==> config.mk <==
export PLATFORM = sky130hd
export DESIGN_NAME = aht_trigger
export DESIGN_NICKNAME = d
export VERILOG_FILES = /design/src/aht_pkg.sv /design/src/aht_scale.sv /design/src/aht_trigger.sv
export SDC_FILE = /design/constraint.sdc
export NUM_CORES = 2
export LEC_CHECK = 0
export BUFFER_PORTS_ARGS = -buffer_cell sky130_fd_sc_hd__buf_2
export CORE_AREA = 5 5 303 305
export DETAILED_ROUTE_END_ITERATION = 8
export DIE_AREA = 0 0 308 310
export MAX_ROUTING_LAYER = met4
export PLACE_DENSITY = 0.8
export SYNTH_ARGS = -nofsm -noshare
export SYNTH_HDL_FRONTEND = slang
export SYNTH_HIERARCHICAL = 1
export SYNTH_SLANG_ARGS = --single-unit
export TNS_END_PERCENT = 1
==> constraint.sdc <==
create_clock -name pclk -period 37.5 [get_ports pclk]
set_input_delay 7.5 -clock pclk [delete_from_list [all_inputs] [get_ports pclk]]
set_output_delay 7.5 -clock pclk [all_outputs]
set_load 0.05 [all_outputs]
==> src/aht_pkg.sv <==
// package: register map, field layouts and constants of the analog threshold block
package aht_pkg;
  localparam int AHT_DATA_W = 16;
  localparam int AHT_WIDE_W = 32;
  localparam int AHT_GAIN_DIV = 100;
  localparam logic [11:0] AHT_OFF_CTRL = 12'h000;
  localparam logic [11:0] AHT_OFF_GAIN = 12'h004;
  localparam logic [11:0] AHT_OFF_OFFSET = 12'h008;
  localparam logic [11:0] AHT_OFF_ON_THR = 12'h00C;
  localparam logic [11:0] AHT_OFF_OFF_THR = 12'h010;
  localparam logic [11:0] AHT_OFF_DELTA = 12'h014;
  localparam logic [11:0] AHT_OFF_STATUS = 12'h018;
  localparam logic [11:0] AHT_OFF_DECIMALS = 12'h01C;
  localparam int AHT_CTRL_MODE_LSB = 0;
  localparam int AHT_CTRL_ENABLE_BIT = 2;
  localparam int AHT_STAT_OUT_BIT = 0;
  localparam logic [1:0] AHT_CTRL_MODE_RST = 2'h0;
  localparam logic AHT_CTRL_ENABLE_RST = 1'b1;
  localparam logic [15:0] AHT_GAIN_RST = 16'h0064;
  localparam logic [15:0] AHT_ZERO_RST = 16'h0000;
  localparam logic [1:0] AHT_DEC_RST = 2'h0;
  typedef enum logic [1:0] {
    AHT_MODE_TRIGGER,
    AHT_MODE_DIFF,
    AHT_MODE_COMPARE,
    AHT_MODE_SPARE
  } aht_mode_t;
endpackage : aht_pkg

==> src/aht_scale.sv <==
// scaling stage: sample times gain (hundredths) plus offset
module aht_scale
  import aht_pkg::*;
#(
  parameter int DATA_W = AHT_DATA_W
) (
  input logic signed [DATA_W-1:0] sample,
  input logic signed [DATA_W-1:0] gain,
  input logic signed [DATA_W-1:0] offset,
  output logic signed [AHT_WIDE_W-1:0] value
);
  logic signed [AHT_WIDE_W-1:0] prod;
  logic signed [AHT_WIDE_W-1:0] quot;
  always_comb begin
    // gain is fixed point with two decimals, so divide after the product
    prod = AHT_WIDE_W'(sample) * AHT_WIDE_W'(gain);
    quot = prod / AHT_WIDE_W'(AHT_GAIN_DIV);
    value = quot + AHT_WIDE_W'(offset);
  end
endmodule : aht_scale

==> src/aht_trigger.sv <==
// analog threshold, differential trigger and comparator with apb registers
//
// The register offsets and the APB register port are this design's own decisions.
module aht_trigger
  import aht_pkg::*;
#(
  parameter int DATA_W = AHT_DATA_W
) (
  input logic pclk,
  input logic presetn,
  input logic clk_en,
  input logic scan_tick,
  input logic signed [DATA_W-1:0] analog_in_first,
  input logic signed [DATA_W-1:0] analog_in_second,
  input logic psel,
  input logic penable,
  input logic pwrite,
  input logic [11:0] paddr,
  input logic [31:0] pwdata,
  output logic [31:0] prdata,
  output logic pready,
  output logic pslverr,
  output logic trig_out
);

// Behaviour
// each input is scaled as sample times gain plus offset before any comparison.
// with on at or above off, the output sets when the scaled value exceeds on.
// with on at or above off, the output clears at or below off and otherwise holds.
// with on below off, the output is high exactly while on <= value < off.
// the decimals setting is stored for display only and never enters a comparison.
// in differential mode the off threshold is on plus the signed delta.
// a negative delta gives the hysteresis band behaviour.
// a positive delta gives the window behaviour from on up to but excluding off.
// software keeps gain within -10.00 to 10.00 in hundredths.
// software keeps the offset within -10000 to 10000.
// software keeps on and off thresholds within -20000 to 20000.
// software keeps the delta within -20000 to 20000.
// comparator mode uses two inputs and judges their difference against thresholds.
// comparator mode scales both inputs alike and subtracts the second from the first.
// evaluation happens once per scan tick into a registered bit reset low that holds.

  logic [1:0] mode_q, mode_d;
  logic enable_q, enable_d;
  logic [DATA_W-1:0] gain_q, gain_d;
  logic [DATA_W-1:0] zero_q, zero_d;
  logic [DATA_W-1:0] on_q, on_d;
  logic [DATA_W-1:0] off_q, off_d;
  logic [DATA_W-1:0] delta_q, delta_d;
  logic [1:0] dec_q, dec_d;
  logic [31:0] rdata_q, rdata_d;
  logic out_q, out_d;
  logic signed [AHT_WIDE_W-1:0] val_first;
  logic signed [AHT_WIDE_W-1:0] val_second;
  logic signed [AHT_WIDE_W-1:0] actual;
  logic signed [AHT_WIDE_W-1:0] thr_on;
  logic signed [AHT_WIDE_W-1:0] thr_off;
  logic access;
  logic mapped;

  // register offsets are checked both on write and read
  function automatic logic aht_is_mapped(input logic [11:0] a);
    case (a)
      AHT_OFF_CTRL, AHT_OFF_GAIN, AHT_OFF_OFFSET, AHT_OFF_ON_THR, AHT_OFF_OFF_THR,
      AHT_OFF_DELTA, AHT_OFF_STATUS, AHT_OFF_DECIMALS: aht_is_mapped = 1'b1;
      default: aht_is_mapped = 1'b0;
    endcase
  endfunction : aht_is_mapped

  function automatic logic [31:0] aht_sext(input logic [DATA_W-1:0] v);
    aht_sext = 32'(signed'(v));
  endfunction : aht_sext

  aht_scale #(.DATA_W(DATA_W)) u_scale_first (
    .sample(analog_in_first),
    .gain(signed'(gain_q)),
    .offset(signed'(zero_q)),
    .value(val_first)
  );

  aht_scale #(.DATA_W(DATA_W)) u_scale_second (
    .sample(analog_in_second),
    .gain(signed'(gain_q)),
    .offset(signed'(zero_q)),
    .value(val_second)
  );

  assign access = psel & penable;
  assign mapped = aht_is_mapped(paddr);
  // zero wait states: every access completes in its first access cycle
  assign pready = 1'b1;
  // error answered in the access cycle itself, the only cycle a master looks at it
  assign pslverr = access & !mapped;
  assign prdata = rdata_q;
  assign trig_out = out_q;

  always_comb begin
    mode_d = mode_q;
    enable_d = enable_q;
    gain_d = gain_q;
    zero_d = zero_q;
    on_d = on_q;
    off_d = off_q;
    delta_d = delta_q;
    dec_d = dec_q;
    rdata_d = rdata_q;
    if (psel && !penable) begin
      // read data is captured in setup so it is stable for the whole access
      rdata_d = 32'h0000_0000;
      case (paddr)
        AHT_OFF_CTRL: begin
          rdata_d[AHT_CTRL_MODE_LSB +: 2] = mode_q;
          rdata_d[AHT_CTRL_ENABLE_BIT] = enable_q;
        end
        AHT_OFF_GAIN: rdata_d = aht_sext(gain_q);
        AHT_OFF_OFFSET: rdata_d = aht_sext(zero_q);
        AHT_OFF_ON_THR: rdata_d = aht_sext(on_q);
        AHT_OFF_OFF_THR: rdata_d = aht_sext(thr_off[DATA_W-1:0]);
        AHT_OFF_DELTA: rdata_d = aht_sext(delta_q);
        AHT_OFF_STATUS: rdata_d[AHT_STAT_OUT_BIT] = out_q;
        AHT_OFF_DECIMALS: rdata_d[1:0] = dec_q;
        default: rdata_d = 32'h0000_0000;
      endcase
    end
    if (access) begin
      if (pwrite) begin
        case (paddr)
          AHT_OFF_CTRL: begin
            mode_d = pwdata[AHT_CTRL_MODE_LSB +: 2];
            enable_d = pwdata[AHT_CTRL_ENABLE_BIT];
          end
          AHT_OFF_GAIN: gain_d = pwdata[DATA_W-1:0];
          AHT_OFF_OFFSET: zero_d = pwdata[DATA_W-1:0];
          AHT_OFF_ON_THR: on_d = pwdata[DATA_W-1:0];
          AHT_OFF_OFF_THR: off_d = pwdata[DATA_W-1:0];
          AHT_OFF_DELTA: delta_d = pwdata[DATA_W-1:0];
          AHT_OFF_DECIMALS: dec_d = pwdata[1:0];
          default: begin
          end
        endcase
      end
    end
  end

  always_comb begin
    thr_on = AHT_WIDE_W'(signed'(on_q));
    thr_off = AHT_WIDE_W'(signed'(off_q));
    actual = val_first;
    case (aht_mode_t'(mode_q))
      AHT_MODE_TRIGGER: actual = val_first;
      AHT_MODE_DIFF: begin
        thr_off = thr_on + AHT_WIDE_W'(signed'(delta_q));
        actual = val_first;
      end
      AHT_MODE_COMPARE: actual = val_first - val_second;
      default: actual = val_first;
    endcase
    out_d = out_q;
    if (thr_on >= thr_off) begin
      // hysteresis band, also negative delta
      if (actual > thr_on) begin
        out_d = 1'b1;
      end else if (actual <= thr_off) begin
        out_d = 1'b0;
      end
    end else begin
      // window, also positive delta
      out_d = (actual >= thr_on) && (actual < thr_off);
    end
    if (!(scan_tick && enable_q)) begin
      out_d = out_q;
    end
  end

  always_ff @(posedge pclk or negedge presetn) begin
    if (!presetn) begin
      mode_q <= AHT_CTRL_MODE_RST;
      enable_q <= AHT_CTRL_ENABLE_RST;
      gain_q <= AHT_GAIN_RST;
      zero_q <= AHT_ZERO_RST;
      on_q <= AHT_ZERO_RST;
      off_q <= AHT_ZERO_RST;
      delta_q <= AHT_ZERO_RST;
      dec_q <= AHT_DEC_RST;
      rdata_q <= 32'h0000_0000;
      out_q <= 1'b0;
    end else if (clk_en) begin
      mode_q <= mode_d;
      enable_q <= enable_d;
      gain_q <= gain_d;
      zero_q <= zero_d;
      on_q <= on_d;
      off_q <= off_d;
      delta_q <= delta_d;
      dec_q <= dec_d;
      rdata_q <= rdata_d;
      out_q <= out_d;
    end
  end
endmodule : aht_trigger

==> metrics.txt <==
failing checks=antenna rules; crit path launch type=primary input; Worst path max stage delay=560 ps; ys async rst share=100%; clock sinks=102; wire per inst=18.8 um; Worst-Margin Slew=1080 ps; GP Congestion=0.984; DRT antenna net count=1; Final Non-Filler Cells=8118; Post-synth EDFFs=0; H-tree levels=3; Final #Nets=7899; grt total ovfl=0; later-pin clock latency in the skew report=360 ps; met1 usage=40.2%; dpl cells=8012; # port buffers=100; Synth Warn #=6; Max-slew headroom=27.5%; ys flop type=dfrtp_1; layout cells sized above 1=26.9%; first-pass GRT wire length=240000 um; clock root buffer master=clkbuf_16; Max Freq=27.1 MHz; Inserted Clock Buffers=9; Final Critical Period=36860 ps; Total GRT Usage=30.7%; Pins Over Slew Limit=0; GRT busiest layer=met2; Worst Hold Class=register to register; max-cap viol count=0; TritonCTS clock tree=built; width of the die=308 um; Crit Path Max Fanout=16; Clock Skew=12.9 ps; Mapped Nets=6909; WS Path Type=primary input to register; vias in the first global route=48800; #FFs+latches synth=102; grt met2 use=51.5%; core area=89000 sq um; clock buffer depth=2; Arrival @ worst endpoint=37110 ps; 1st-iter DRT viols=4085; GR Util met3=2.51%; chip height=310 um; CP endpoint kind=register; outcome=finished with violations; initial antenna violation count=2; DRC viols=0; CP max stage cell=fa_1; vias=49300; Critical Path RT=37750 ps; Yosys cell types=155; Period Utilization, post-route=98.3%; die area=95500 sq um; Hold Fails Final Rpt=0; drt via density=6.07; largest net degree at the start of global routing=69; setup violators final=0; num ports=118; Initial Util=53.4%; CTS clk-pin slew, worst paths=80 ps; synthesized area=47600 sq um; sequential share of the synthesized area=5.38%; Routed WL=152000 um; Pre-antenna DRT Iters=8; hpwl dp=121000 um; Synth Instances=5940; average size of a mapped cell=8.01 sq um; FP Rows=110; P&R area growth vs syn=24.7%
[synthesized netlist by cell type, drive strengths merged, types with 26 or more instances]
cell	instances	area [sq um]
xnor2	249	2270
a311oi	26	264
o211a	30	300
a211oi	75	636
buf	60	348
inv	762	2860
and3	53	348
o21bai	68	510
a21oi	327	1660
nand4	47	294
nor2	347	1320
clkbuf	161	604
mux2i	62	621
a2111oi	31	382
nand2b	48	300
a221oi	26	305
dfrtp	98	2450
a22oi	35	278
and2	291	1820
nor4	48	353
o21a	57	430
fa	528	10600
xor2	98	881
o211ai	75	578
a21o	81	608
or2	51	322
nor2b	28	175
nand3	132	691
a31oi	84	618
o31ai	48	389
ha	358	4480
mux2	95	1080
nor3	111	597
nand2	578	2190
o2111ai	28	251
or3	42	263
o22ai	27	175
o21ai	281	1430
[worst max-delay path, delay by kind of cell]
family | cells | cell delay, ps
and+or+nand+nor | 23 | 4430
muxes | 5 | 1290
buffers and inverters | 23 | 3460
xor gates and xnor gates | 5 | 780
AOI/OAI and AO/OA | 71 | 14330
adders and majority gates | 13 | 5300
[logic make-up after synthesis]
| family | count (synthesis) | share of synthesized area, % |
|---|---|---|
| AO/OA/AOI/OAI | 1582 | 24.5 |
| multiplexers | 158 | 3.62 |
| AND/OR/NAND/NOR | 1862 | 19.9 |
| XOR/XNOR | 347 | 6.62 |
| flip-flops | 102 | 5.38 |
| adder cells (fa/ha/maj) | 903 | 32.0 |
| other | 1 | 0.00789 |
| buffers and inverters | 985 | 8.03 |
[sequential cells by signal (all words and copies together), names as in the netlist, 2 cells and up]
name / cells
mode_q: 2
delta_q: 16
prdata: 16
dec_q: 2
zero_q: 16
off_q: 16
gain_q: 16
on_q: 16
[per-stage QoR]
step / cell area (sq um) / TNS, ps / hold slack, ps / worst slack (ps) / util, %
global placement: 56300 / -456 / 463 / -456 / 63.2
detailed placement: 56300 / -757 / 470 / -757 / 63.2
CTS: 56800 / 0 / 486 / 15.2 / 63.8
global route: 59300 / -570 / 501 / -570 / 66.6
floorplan: 47600 / 0 / 475 / 494 / -
finish: 59300 / 0 / 484 / 636 / 66.6
[layer usage]
metal  vias up  routed length (um)
met1     24100               63600
met2      1990               73300
met5         -                   0
li1      22800                   -
met3       384                9980
met4         0                5310
[layout make-up]
class / instances / area [sq um]
multi-input cells: 4853 / 43200
fillers: 7071 / 29800
repair buffers: 1200 / 8860
inverters: 764 / 2870
flip-flops and latches: 102 / 2560
well taps: 1176 / 1470
clock buffers: 9 / 225
clock inverters: 7 / 65.1
diodes: 7 / 17.5
[repair_timing]
item                       in CTS  in global routing
pin swaps                       4                160
hold buffers                    0                  0
gates resized for setup        32                437
setup endpoints to repair       1                  1
setup buffers                   5                 78
[placed cells by master, fill, tap and decap left out, drive strengths merged, types with 23 or more instances in the layout]
cell type,synthesis,layout
buf,60,1187
inv,762,765
nand2,578,578
fa,528,528
ha,358,358
nor2,347,347
a21oi,327,327
and2,291,291
o21ai,281,281
xnor2,249,249
nand3,132,132
nor3,111,111
dfrtp,98,98
xor2,98,98
mux2,95,95
a31oi,84,84
a21o,81,81
o211ai,75,75
a211oi,75,75
o21bai,68,68
mux2i,62,62
o21a,57,57
and3,53,53
or2,51,51
nand2b,48,48
o31ai,48,48
nor4,48,48
nand4,47,47
or3,42,42
a22oi,35,35
a2111oi,31,31
o211a,30,30
nor2b,28,28
o2111ai,28,28
o22ai,27,27
a221oi,26,26
a311oi,26,26
a211o,23,23
a31o,23,23
[worst paths after layout]
check | start | to | slack [ps] | cells past startpoint
max | analog_in_second[12] | trig_out | 640 | 140
min reg2reg | prdata[2] | prdata[2] | 480 | 2
min | prdata[2] | prdata[2] | 480 | 2
max in group asynchronous | presetn | delta_q[6] | 29170 | 2
min in group asynchronous | presetn | off_q[9] | 7090 | 1
max reg2reg | gain_q[2] | trig_out | 6790 | 142
Power is not shown: default switching activity piles up to over one toggle a cycle in this logic, so the estimate is an artifact.
